==> config.mk <==
export PLATFORM = sky130hd
export DESIGN_NAME = flash_sp_dev_flat
export DESIGN_NICKNAME = d
export VERILOG_FILES = /design/src/hdl/flash_sp_pkg.sv /design/src/hdl/flash_sp_if.sv /design/src/hdl/flash_sp_dev.sv /design/src/flat_wrapper.sv
export SDC_FILE = /design/constraint.sdc
export NUM_CORES = 2
export LEC_CHECK = 0
export ABC_AREA = 1
export ABC_CLOCK_PERIOD_IN_PS = 3300
export BUFFER_PORTS_ARGS = -buffer_cell sky130_fd_sc_hd__buf_2
export CAP_MARGIN = 5
export CORE_MARGIN = 2
export CORE_UTILIZATION = 30
export CTS_BUF_LIST = sky130_fd_sc_hd__clkbuf_8 sky130_fd_sc_hd__clkbuf_16
export DETAILED_ROUTE_END_ITERATION = 8
export PLACE_DENSITY = 0.47
export SLEW_MARGIN = 20
export SYNTH_ARGS = -nofsm -noshare
export SYNTH_HDL_FRONTEND = slang
export SYNTH_SLANG_ARGS = --single-unit
==> constraint.sdc <==
create_clock -name mclk_i -period 3.3 [get_ports mclk_i]
set_clock_uncertainty 0.05 [all_clocks]
set_input_delay 0.66 -clock mclk_i [delete_from_list [all_inputs] [get_ports mclk_i]]
set_output_delay 0.66 -clock mclk_i [all_outputs]
set_load 0.03 [all_outputs]
==> src/hdl/flash_sp_pkg.sv <==
// Purpose: Shared constants for flash self-programming sequencing
// Assumes: One core clock, synchronous active-low reset
// Notes: Control register bit layout is shared by both ends
package flash_sp_pkg;
  localparam int CTRL_W = 8;
  localparam int EN_BIT = 0;
  localparam int ERASE_BIT = 1;
  localparam int WRITE_BIT = 2;
  localparam int LOCK_BIT = 3;
  localparam int REEN_BIT = 4;
  localparam int BUSY_BIT = 6;
  localparam logic [7:0] CTRL_RESET = 8'h00;
  localparam int PC_W = 16;
  localparam int PAGE_W = 9;
  localparam int WORD_IDX_W = 7;
  localparam int PAGE_WORDS_DOC = 128;
  localparam logic [PAGE_W-1:0] RWW_PAGES = 9'h1e0;
  localparam int SPM_WINDOW = 4;
  localparam int LPM_WINDOW = 3;
  localparam logic [15:0] BOOT_START_512 = 16'hfe00;
  localparam logic [15:0] BOOT_START_1K = 16'hfc00;
  localparam logic [15:0] BOOT_START_2K = 16'hf800;
  localparam logic [15:0] BOOT_START_4K = 16'hf000;
  localparam logic [5:0] BOOT_PAGES_512 = 6'h04;
  localparam logic [5:0] BOOT_PAGES_1K = 6'h08;
  localparam logic [5:0] BOOT_PAGES_2K = 6'h10;
  localparam logic [5:0] BOOT_PAGES_4K = 6'h20;
  localparam logic [1:0] HCMD_FILL = 2'h0;
  localparam logic [1:0] HCMD_ERASE = 2'h1;
  localparam logic [1:0] HCMD_WRITE = 2'h2;
  localparam logic [1:0] HCMD_REEN = 2'h3;
  localparam logic [1:0] BOOT_SEL_512 = 2'h3;
  localparam logic [1:0] BOOT_SEL_1K = 2'h2;
  localparam logic [1:0] BOOT_SEL_2K = 2'h1;
  localparam logic [7:0] CTRL_FILL = 8'h01;
  localparam logic [7:0] CTRL_ERASE = 8'h03;
  localparam logic [7:0] CTRL_WRITE = 8'h05;
  localparam logic [7:0] CTRL_REEN = 8'h11;
endpackage

==> src/hdl/flash_sp_if.sv <==
// Purpose: Core-to-sequencer link for self-programming
// Assumes: Both ends on mclk_i
// Notes: Host drives commands, device drives status
`timescale 1ns/1ps
interface flash_sp_if (
  input wire logic mclk_i,
  input wire logic rst_n_i
);
  logic ctrl_wr;
  logic [7:0] ctrl_wdata;
  logic [7:0] ctrl_rdata;
  logic spm_exec;
  logic lpm_exec;
  logic [15:0] z_ptr;
  logic [7:0] addr_ext;
  logic [15:0] word_data;
  logic eeprom_write_busy;
  logic cpu_halt;
  modport dev (
    input ctrl_wr, ctrl_wdata, spm_exec, lpm_exec, z_ptr, addr_ext,
    input word_data, eeprom_write_busy,
    output ctrl_rdata, cpu_halt
  );
  modport host (
    output ctrl_wr, ctrl_wdata, spm_exec, lpm_exec, z_ptr, addr_ext,
    output word_data, eeprom_write_busy,
    input ctrl_rdata, cpu_halt
  );
endinterface

==> src/hdl/flash_sp_dev.sv <==
// Purpose: Self-programming sequencer on the flash side
// Assumes: Flash macro reports op_done_i on mclk_i
// Notes: Programming time comes from the macro, not here
`timescale 1ns/1ps
module flash_sp_dev
  import flash_sp_pkg::*;
#(
  parameter int PAGE_WORDS = PAGE_WORDS_DOC
) (
  input wire logic mclk_i,
  input wire logic rst_n_i,
  flash_sp_if.dev link,
  input wire logic [1:0] boot_sel_i,
  input wire logic op_done_i,
  input wire logic [WORD_IDX_W-1:0] buf_rd_idx_i,
  output logic [15:0] buf_rd_data_o,
  output logic page_op_req_o,
  output logic page_op_erase_o,
  output logic [PAGE_W-1:0] page_idx_o,
  output logic rd_req_o,
  output logic [PC_W-1:0] rd_waddr_o,
  output logic rd_byte_hi_o,
  output logic [15:0] boot_start_o,
  output logic [5:0] boot_pages_o
);
  // Buffer depth must match the seven-bit in-page index
  if (PAGE_WORDS != (1 << WORD_IDX_W)) begin : g_depth_check
    $error("PAGE_WORDS must match the in-page index width");
  end

  typedef enum logic [2:0] {
    S_IDLE = 3'b001,
    S_ARMED = 3'b010,
    S_BUSY = 3'b100
  } dev_state_t;

  dev_state_t state_reg, state_next;
  logic [2:0] cnt_reg;
  logic [4:0] cmd_reg;
  logic rww_busy_reg;
  logic op_rww_reg;
  logic [15:0] page_buf [PAGE_WORDS];
  logic [15:0] buf_rd_data_reg;
  logic page_op_req_reg;
  logic page_op_erase_reg;
  logic [PAGE_W-1:0] page_idx_reg;
  logic rd_req_reg;
  logic [PC_W-1:0] rd_waddr_reg;
  logic rd_byte_hi_reg;
  logic [15:0] boot_start_reg;
  logic [5:0] boot_pages_reg;
  logic [7:0] ctrl_rdata_reg;
  logic cpu_halt_reg;

  // Word address bit 15 lives in the extension register
  wire [16:0] full_ptr = {link.addr_ext[0], link.z_ptr};
  // Page index is word address bits 15..7
  wire [PAGE_W-1:0] ptr_page = full_ptr[16:8];
  // Seven in-page bits pick one of the page's words
  // Fill index skips bit 0, the byte select
  wire [WORD_IDX_W-1:0] ptr_word = full_ptr[7:1];
  wire page_in_rww = ptr_page < RWW_PAGES;
  wire cmd_en = link.ctrl_wdata[EN_BIT];
  // Pending EEPROM writes block control writes entirely
  wire take_cmd = link.ctrl_wr && cmd_en && !link.eeprom_write_busy
    && (state_reg == S_IDLE);
  wire is_erase = cmd_reg[ERASE_BIT];
  wire is_write = cmd_reg[WRITE_BIT];
  wire is_lock = cmd_reg[LOCK_BIT];
  wire is_reen = cmd_reg[REEN_BIT];
  wire is_fill = !is_erase && !is_write && !is_lock && !is_reen;
  wire armed = state_reg == S_ARMED;
  // Store may land on edges one to four after the take, load one to three
  wire spm_hit = armed && link.spm_exec;
  wire lpm_hit = armed && is_lock && link.lpm_exec
    && (cnt_reg < 3'(LPM_WINDOW));
  wire window_out = armed && (cnt_reg == 3'(SPM_WINDOW - 1));
  wire page_go = spm_hit && (is_erase || is_write);
  wire fill_go = spm_hit && is_fill;
  wire reen_go = spm_hit && is_reen;
  wire plain_lpm = link.lpm_exec && !(armed && is_lock);

  // Boot section decode
  wire sel_512 = boot_sel_i == BOOT_SEL_512;
  wire sel_1k = boot_sel_i == BOOT_SEL_1K;
  wire sel_2k = boot_sel_i == BOOT_SEL_2K;
  wire [15:0] boot_start_d = sel_512 ? BOOT_START_512 :
    sel_1k ? BOOT_START_1K :
    sel_2k ? BOOT_START_2K : BOOT_START_4K;
  wire [5:0] boot_pages_d = sel_512 ? BOOT_PAGES_512 :
    sel_1k ? BOOT_PAGES_1K :
    sel_2k ? BOOT_PAGES_2K : BOOT_PAGES_4K;

  // Status is registered, so the core reads it one cycle late
  wire [7:0] status_d = {1'b0, rww_busy_reg, 1'b0, cmd_reg[REEN_BIT],
    cmd_reg[LOCK_BIT], cmd_reg[WRITE_BIT], cmd_reg[ERASE_BIT],
    state_reg != S_IDLE};

  always_comb begin
    state_next = state_reg;
    unique case (state_reg)
      S_IDLE: begin
        if (take_cmd) begin
          state_next = S_ARMED;
        end
      end
      S_ARMED: begin
        if (page_go) begin
          state_next = S_BUSY;
        end else if (spm_hit || lpm_hit || window_out) begin
          state_next = S_IDLE;
        end
      end
      S_BUSY: begin
        // Enable stays up until the macro finishes
        if (op_done_i) begin
          state_next = S_IDLE;
        end
      end
      default: state_next = S_IDLE;
    endcase
  end

  always_ff @(posedge mclk_i) begin
    if (!rst_n_i) begin
      state_reg <= S_IDLE;
      cnt_reg <= 3'h0;
      cmd_reg <= 5'h00;
      op_rww_reg <= 1'b0;
    end else begin
      state_reg <= state_next;
      cnt_reg <= take_cmd ? 3'h0 : (armed ? cnt_reg + 3'h1 : cnt_reg);
      if (take_cmd) begin
        cmd_reg <= link.ctrl_wdata[REEN_BIT:0];
      end else if (state_next == S_IDLE) begin
        cmd_reg <= 5'h00;
      end
      if (page_go) begin
        op_rww_reg <= page_in_rww;
      end
    end
  end

  // A new erase or write sets busy; that wins over re-enable
  always_ff @(posedge mclk_i) begin
    if (!rst_n_i) begin
      rww_busy_reg <= 1'b0;
    end else if (page_go) begin
      rww_busy_reg <= 1'b1;
    end else if (reen_go) begin
      rww_busy_reg <= 1'b0;
    end
  end

  // Buffer has no reset; software refills it before every write
  // Buffer write ignores pointer bit 0
  always_ff @(posedge mclk_i) begin
    if (fill_go) begin
      page_buf[ptr_word] <= link.word_data;
    end
    buf_rd_data_reg <= page_buf[buf_rd_idx_i];
  end

  always_ff @(posedge mclk_i) begin
    if (!rst_n_i) begin
      page_op_req_reg <= 1'b0;
      page_op_erase_reg <= 1'b0;
      page_idx_reg <= '0;
      rd_req_reg <= 1'b0;
      rd_waddr_reg <= '0;
      rd_byte_hi_reg <= 1'b0;
      boot_start_reg <= BOOT_START_4K;
      boot_pages_reg <= BOOT_PAGES_4K;
      ctrl_rdata_reg <= CTRL_RESET;
      cpu_halt_reg <= 1'b0;
    end else begin
      page_op_req_reg <= page_go;
      if (page_go) begin
        page_op_erase_reg <= is_erase;
        page_idx_reg <= ptr_page;
      end
      // Plain reads pass through whenever no lock read is armed
      rd_req_reg <= plain_lpm;
      if (plain_lpm) begin
        rd_waddr_reg <= full_ptr[16:1];
        rd_byte_hi_reg <= full_ptr[0];
      end
      boot_start_reg <= boot_start_d;
      boot_pages_reg <= boot_pages_d;
      ctrl_rdata_reg <= status_d;
      // Only STALLED_READ_REGION targets stop the core; CONCURRENT_READ_REGION ops run beside code
      cpu_halt_reg <= (state_next == S_BUSY)
        && !(page_go ? page_in_rww : op_rww_reg);
    end
  end

  assign buf_rd_data_o = buf_rd_data_reg;
  assign page_op_req_o = page_op_req_reg;
  assign page_op_erase_o = page_op_erase_reg;
  assign page_idx_o = page_idx_reg;
  assign rd_req_o = rd_req_reg;
  assign rd_waddr_o = rd_waddr_reg;
  assign rd_byte_hi_o = rd_byte_hi_reg;
  assign boot_start_o = boot_start_reg;
  assign boot_pages_o = boot_pages_reg;
  assign link.ctrl_rdata = ctrl_rdata_reg;
  assign link.cpu_halt = cpu_halt_reg;
endmodule

==> src/flat_wrapper.sv <==
// flat-port wrapper written by rule: the top's interface ports become plain ports
module flash_sp_dev_flat import flash_sp_pkg::*;
#(
  parameter int PAGE_WORDS = PAGE_WORDS_DOC
)
  (mclk_i, rst_n_i, boot_sel_i, op_done_i, buf_rd_idx_i, buf_rd_data_o, page_op_req_o, page_op_erase_o, page_idx_o, rd_req_o, rd_waddr_o, rd_byte_hi_o, boot_start_o, boot_pages_o, link_ctrl_wr, link_ctrl_wdata, link_spm_exec, link_lpm_exec, link_z_ptr, link_addr_ext, link_word_data, link_eeprom_write_busy, link_ctrl_rdata, link_cpu_halt);
  flash_sp_if link_i (.mclk_i(mclk_i), .rst_n_i(rst_n_i));
  input wire logic mclk_i;
  input wire logic rst_n_i;
  input wire logic [1:0] boot_sel_i;
  input wire logic op_done_i;
  input wire logic [WORD_IDX_W-1:0] buf_rd_idx_i;
  output logic [15:0] buf_rd_data_o;
  output logic page_op_req_o;
  output logic page_op_erase_o;
  output logic [PAGE_W-1:0] page_idx_o;
  output logic rd_req_o;
  output logic [PC_W-1:0] rd_waddr_o;
  output logic rd_byte_hi_o;
  output logic [15:0] boot_start_o;
  output logic [5:0] boot_pages_o;
  input wire logic [$bits(link_i.ctrl_wr)-1:0] link_ctrl_wr;
  input wire logic [$bits(link_i.ctrl_wdata)-1:0] link_ctrl_wdata;
  input wire logic [$bits(link_i.spm_exec)-1:0] link_spm_exec;
  input wire logic [$bits(link_i.lpm_exec)-1:0] link_lpm_exec;
  input wire logic [$bits(link_i.z_ptr)-1:0] link_z_ptr;
  input wire logic [$bits(link_i.addr_ext)-1:0] link_addr_ext;
  input wire logic [$bits(link_i.word_data)-1:0] link_word_data;
  input wire logic [$bits(link_i.eeprom_write_busy)-1:0] link_eeprom_write_busy;
  output wire logic [$bits(link_i.ctrl_rdata)-1:0] link_ctrl_rdata;
  output wire logic [$bits(link_i.cpu_halt)-1:0] link_cpu_halt;
  assign link_i.ctrl_wr = link_ctrl_wr;
  assign link_i.ctrl_wdata = link_ctrl_wdata;
  assign link_i.spm_exec = link_spm_exec;
  assign link_i.lpm_exec = link_lpm_exec;
  assign link_i.z_ptr = link_z_ptr;
  assign link_i.addr_ext = link_addr_ext;
  assign link_i.word_data = link_word_data;
  assign link_i.eeprom_write_busy = link_eeprom_write_busy;
  assign link_ctrl_rdata = link_i.ctrl_rdata;
  assign link_cpu_halt = link_i.cpu_halt;
  flash_sp_dev #(.PAGE_WORDS(PAGE_WORDS)) u_core (.mclk_i(mclk_i), .rst_n_i(rst_n_i), .link(link_i), .boot_sel_i(boot_sel_i), .op_done_i(op_done_i), .buf_rd_idx_i(buf_rd_idx_i), .buf_rd_data_o(buf_rd_data_o), .page_op_req_o(page_op_req_o), .page_op_erase_o(page_op_erase_o), .page_idx_o(page_idx_o), .rd_req_o(rd_req_o), .rd_waddr_o(rd_waddr_o), .rd_byte_hi_o(rd_byte_hi_o), .boot_start_o(boot_start_o), .boot_pages_o(boot_pages_o));
endmodule
==> flow_summary.toml <==
[global_routing]
grt_max_degree = 137
antenna_found_initial = 10
grt_overflow = 0
grt_pass1_wl_um = 369000
grtUsageTotal_pct = 17.4
grt_pass1_vias = 52300

[floorplanning]
start_util_pct = 30.1
core.rowCount = 195
die_h_um = 536
coreArea_mm2 = 0.282
die_w_um = 536
die-area_mm2 = 0.287
num_io_pins = 140

[min_path]
holdPathEnd = "u_core.state_reg[1]"
hp-start = "link_spm_exec"
whs_path_depth = 4
hp-class = "in2reg"

[setup_path]
r2r_start = "u_core.state_reg[2]"
worstPathMaxFanout = 16
cpLargestDelayFamily = "simple AND/OR/NAND/NOR gates"
required_ps = 3780
crit_path_start_kind = "register"
end_kind = "register"
critPathBufInv = 3
rr_endpoint = "u_core.page_buf[100][7]"
crit_path_top_delay_cell = "nand3_2"
r2r_setup_slack_ps = 550
cp.arrival_ps = 3240
critical_path_class = "reg2reg"
cp_num_cells = 9
worstPathCellList = "nor3_4 > nand2_1 > inv_1 > nand2_1 > nor2_4 > nand3_2 > buf_12 > nor2_1 > buf_4"
worst_path_most_repeated_cell = "nand2_1"
cpPeakStageDelay_ps = 350
rr_worst_depth = 9

[timing]
slew_headroom_pct = 41.3
fmaxAchievable_mhz = 363
final-hold-violation-count = 0
finalMaxSlewViolations = 0
setup-tns-final_ps = 0
fin_crit_sh_pct = 83.5
fin_crit_ps = 2750
setup_viol = 0
rsz0062_at_grt = "no"
timing.hold.ws_ps = 72.2
worst_pin_slew_ps = 881

[detailed_routing]
num_vias = 55000
drt-total-wl_um = 255000
antenna_left = 0
drcViolationCount = 0
drtIter0Drc = 5294
drt-vias-per-instance = 4.90
avgRoutedWirePerCell_um = 22.7
first_pass_iters = 6

[synth]
synth_largest_area_cell = "edfxtp_1"
seq_area_frac_synth_pct = 74.2
async_flop_share_pct = 0
yosys_warnings = 0
synth_area_mm2 = 0.0848
netlist_instances = 7028
ys_dominant_reg_cell = "edfxtp_1"
synth_edf_count = 2048
syn_area_per_cell_um2 = 12.1
yosys-top-cells-count = "nand2_1 (2120), edfxtp_1 (2048), nand3_1 (2020), buf_2 (286), nor2_1 (177)"
synth_area_leaders = "edfxtp_1 (73%), nand3_1 (12%), nand2_1 (9.4%)"
synthMostInstantiatedCell = "nand2_1"
yosysTopAreaCellShare_pct = 72.6
synth_cell_types = 28
ys_ff_latch = 2118

[finish]
largest_register_ffs = 2048
area_growth_pct = 16.3
regMostFlops = "u_core.page_buf"
layout-drive-gt1-share_pct = 10.6
final_nets = 7351

[run]
drv_cap = 0

[run_status]
status = "finished, final reports clean"

[pwr]
leakage_uw = 0.0347
p_per_area_mw_per_mm2 = 572
ir_worst_vdd_v = 0.000461

[cts]
cts.path.max_buffers = 3
cts_root_buf = "clkbuf_16"
cts_tree = "built"
cts_buffers = 220
clock-sinks = 2118
clk_pin_slew_worst_paths_ps = 60
htree_levels = 4
clock_latency_ps = 860

[placed_design]
portBuffers = 112
gp_congestion = 0.789
dpl.hpwl_um = 147000
==> layout by cell type, fill, tap and decap left out, types with 9 or more instances in the layout <==
cell,count
a21oi_1,16
buf_12,98
buf_2,91
buf_4,280
buf_6,9
clkbuf_16,220
clkinv_1,48
clkinv_2,37
conb_1,17
dfxtp_1,70
dlygate4sd3_1,22
edfxtp_1,2048
inv_1,93
nand2_1,2120
nand3_1,2020
nor2_1,175
o21ai_0,27
==> timing repair <==
| item | 4_1_cts | 5_1_grt |
|---|---|---|
| buffers inserted | 0 | 0 |
| hold buffers | 22 | 0 |
| resized for setup | 0 | 0 |
| hold endpoints to repair | 32 | 0 |
==> metrics by stage <==
step | area (um^2) | power (uW) | cells | worst slack [ps] | util [%]
after detailed placement | 91700 | 33800 | 10800 | 278 | 32.6
after floorplan | 84800 | 32000 | 7043 | 778 | -
after global routing | 98600 | 58300 | 11200 | 425 | 35.0
after global placement | 91700 | 33800 | 10800 | 295 | 32.6
final | 98600 | 56400 | 11200 | 545 | 35.0
after CTS | 98600 | 57000 | 11200 | 532 | 35.0
==> final cells by class <==
cell class	instances	area, um^2
fillers	27600	183000
clock buffers	226	5590
repair buffers	503	4890
clock inverters	168	1100
multi-input cells	4403	19200
inverters	39	180
flip-flops and latches	2118	62900
diodes	7	17.5
well taps	3743	4680
==> cell families (layout without fill, tap and decap cells) <==
| kind of cell | Yosys count | count (layout) | synth area share, % |
|---|---|---|---|
| flops | 2118 | 2118 | 74.2 |
| buf+inv | 522 | 936 | 3.17 |
| compound gates | 46 | 46 | 0.275 |
| fa+ha+maj | 2 | 2 | 0.0295 |
| simple gates | 4338 | 4338 | 22.3 |
| other cells | 2 | 24 | 0.00886 |
==> how the worst max path moves through the flow <==
stage,startpoint,endpoint,slack (ps)
final,u_core.state_reg[2],u_core.page_buf[100][7],550
after global routing,u_core.state_reg[2],u_core.page_buf[116][5],430
after CTS,u_core.state_reg[2],u_core.page_buf[100][14],530
after detailed placement,buf_rd_idx_i[0],u_core.buf_rd_data_o[2],280
after global placement,buf_rd_idx_i[0],u_core.buf_rd_data_o[9],290
after floorplan,link_spm_exec,u_core.page_buf[103][0],780
==> worst reg2reg max path: stages (launching register included) <==
cell and delay [ps]:
dfxtp_1 340, nor3_4 310, nand2_1 90, inv_1 120, nand2_1 170, nor2_4 190, nand3_2 350, buf_12 330
nor2_1 120, buf_4 330
==> layer usage <==
layer | track usage (%) | part of all wire, % | vias up
met5 | 0 | 0.0082 | -
li1 | - | - | 25500
met4 | 4.68 | 2.4 | 4
met3 | 2.59 | 6.0 | 312
met2 | 27.5 | 46 | 1671
met1 | 24.8 | 46 | 27500
==> power by group <==
| part | switching [uW] | leakage [uW] | internal [uW] | total (uW) |
|---|---|---|---|---|
| Combinational | 2710 | 0.0122 | 945 | 3660 |
| Sequential | 62.8 | 0.0190 | 29500 | 29600 |
| Clock | 10400 | 0.00352 | 12800 | 23200 |
(Power assumes the default switching activity.)
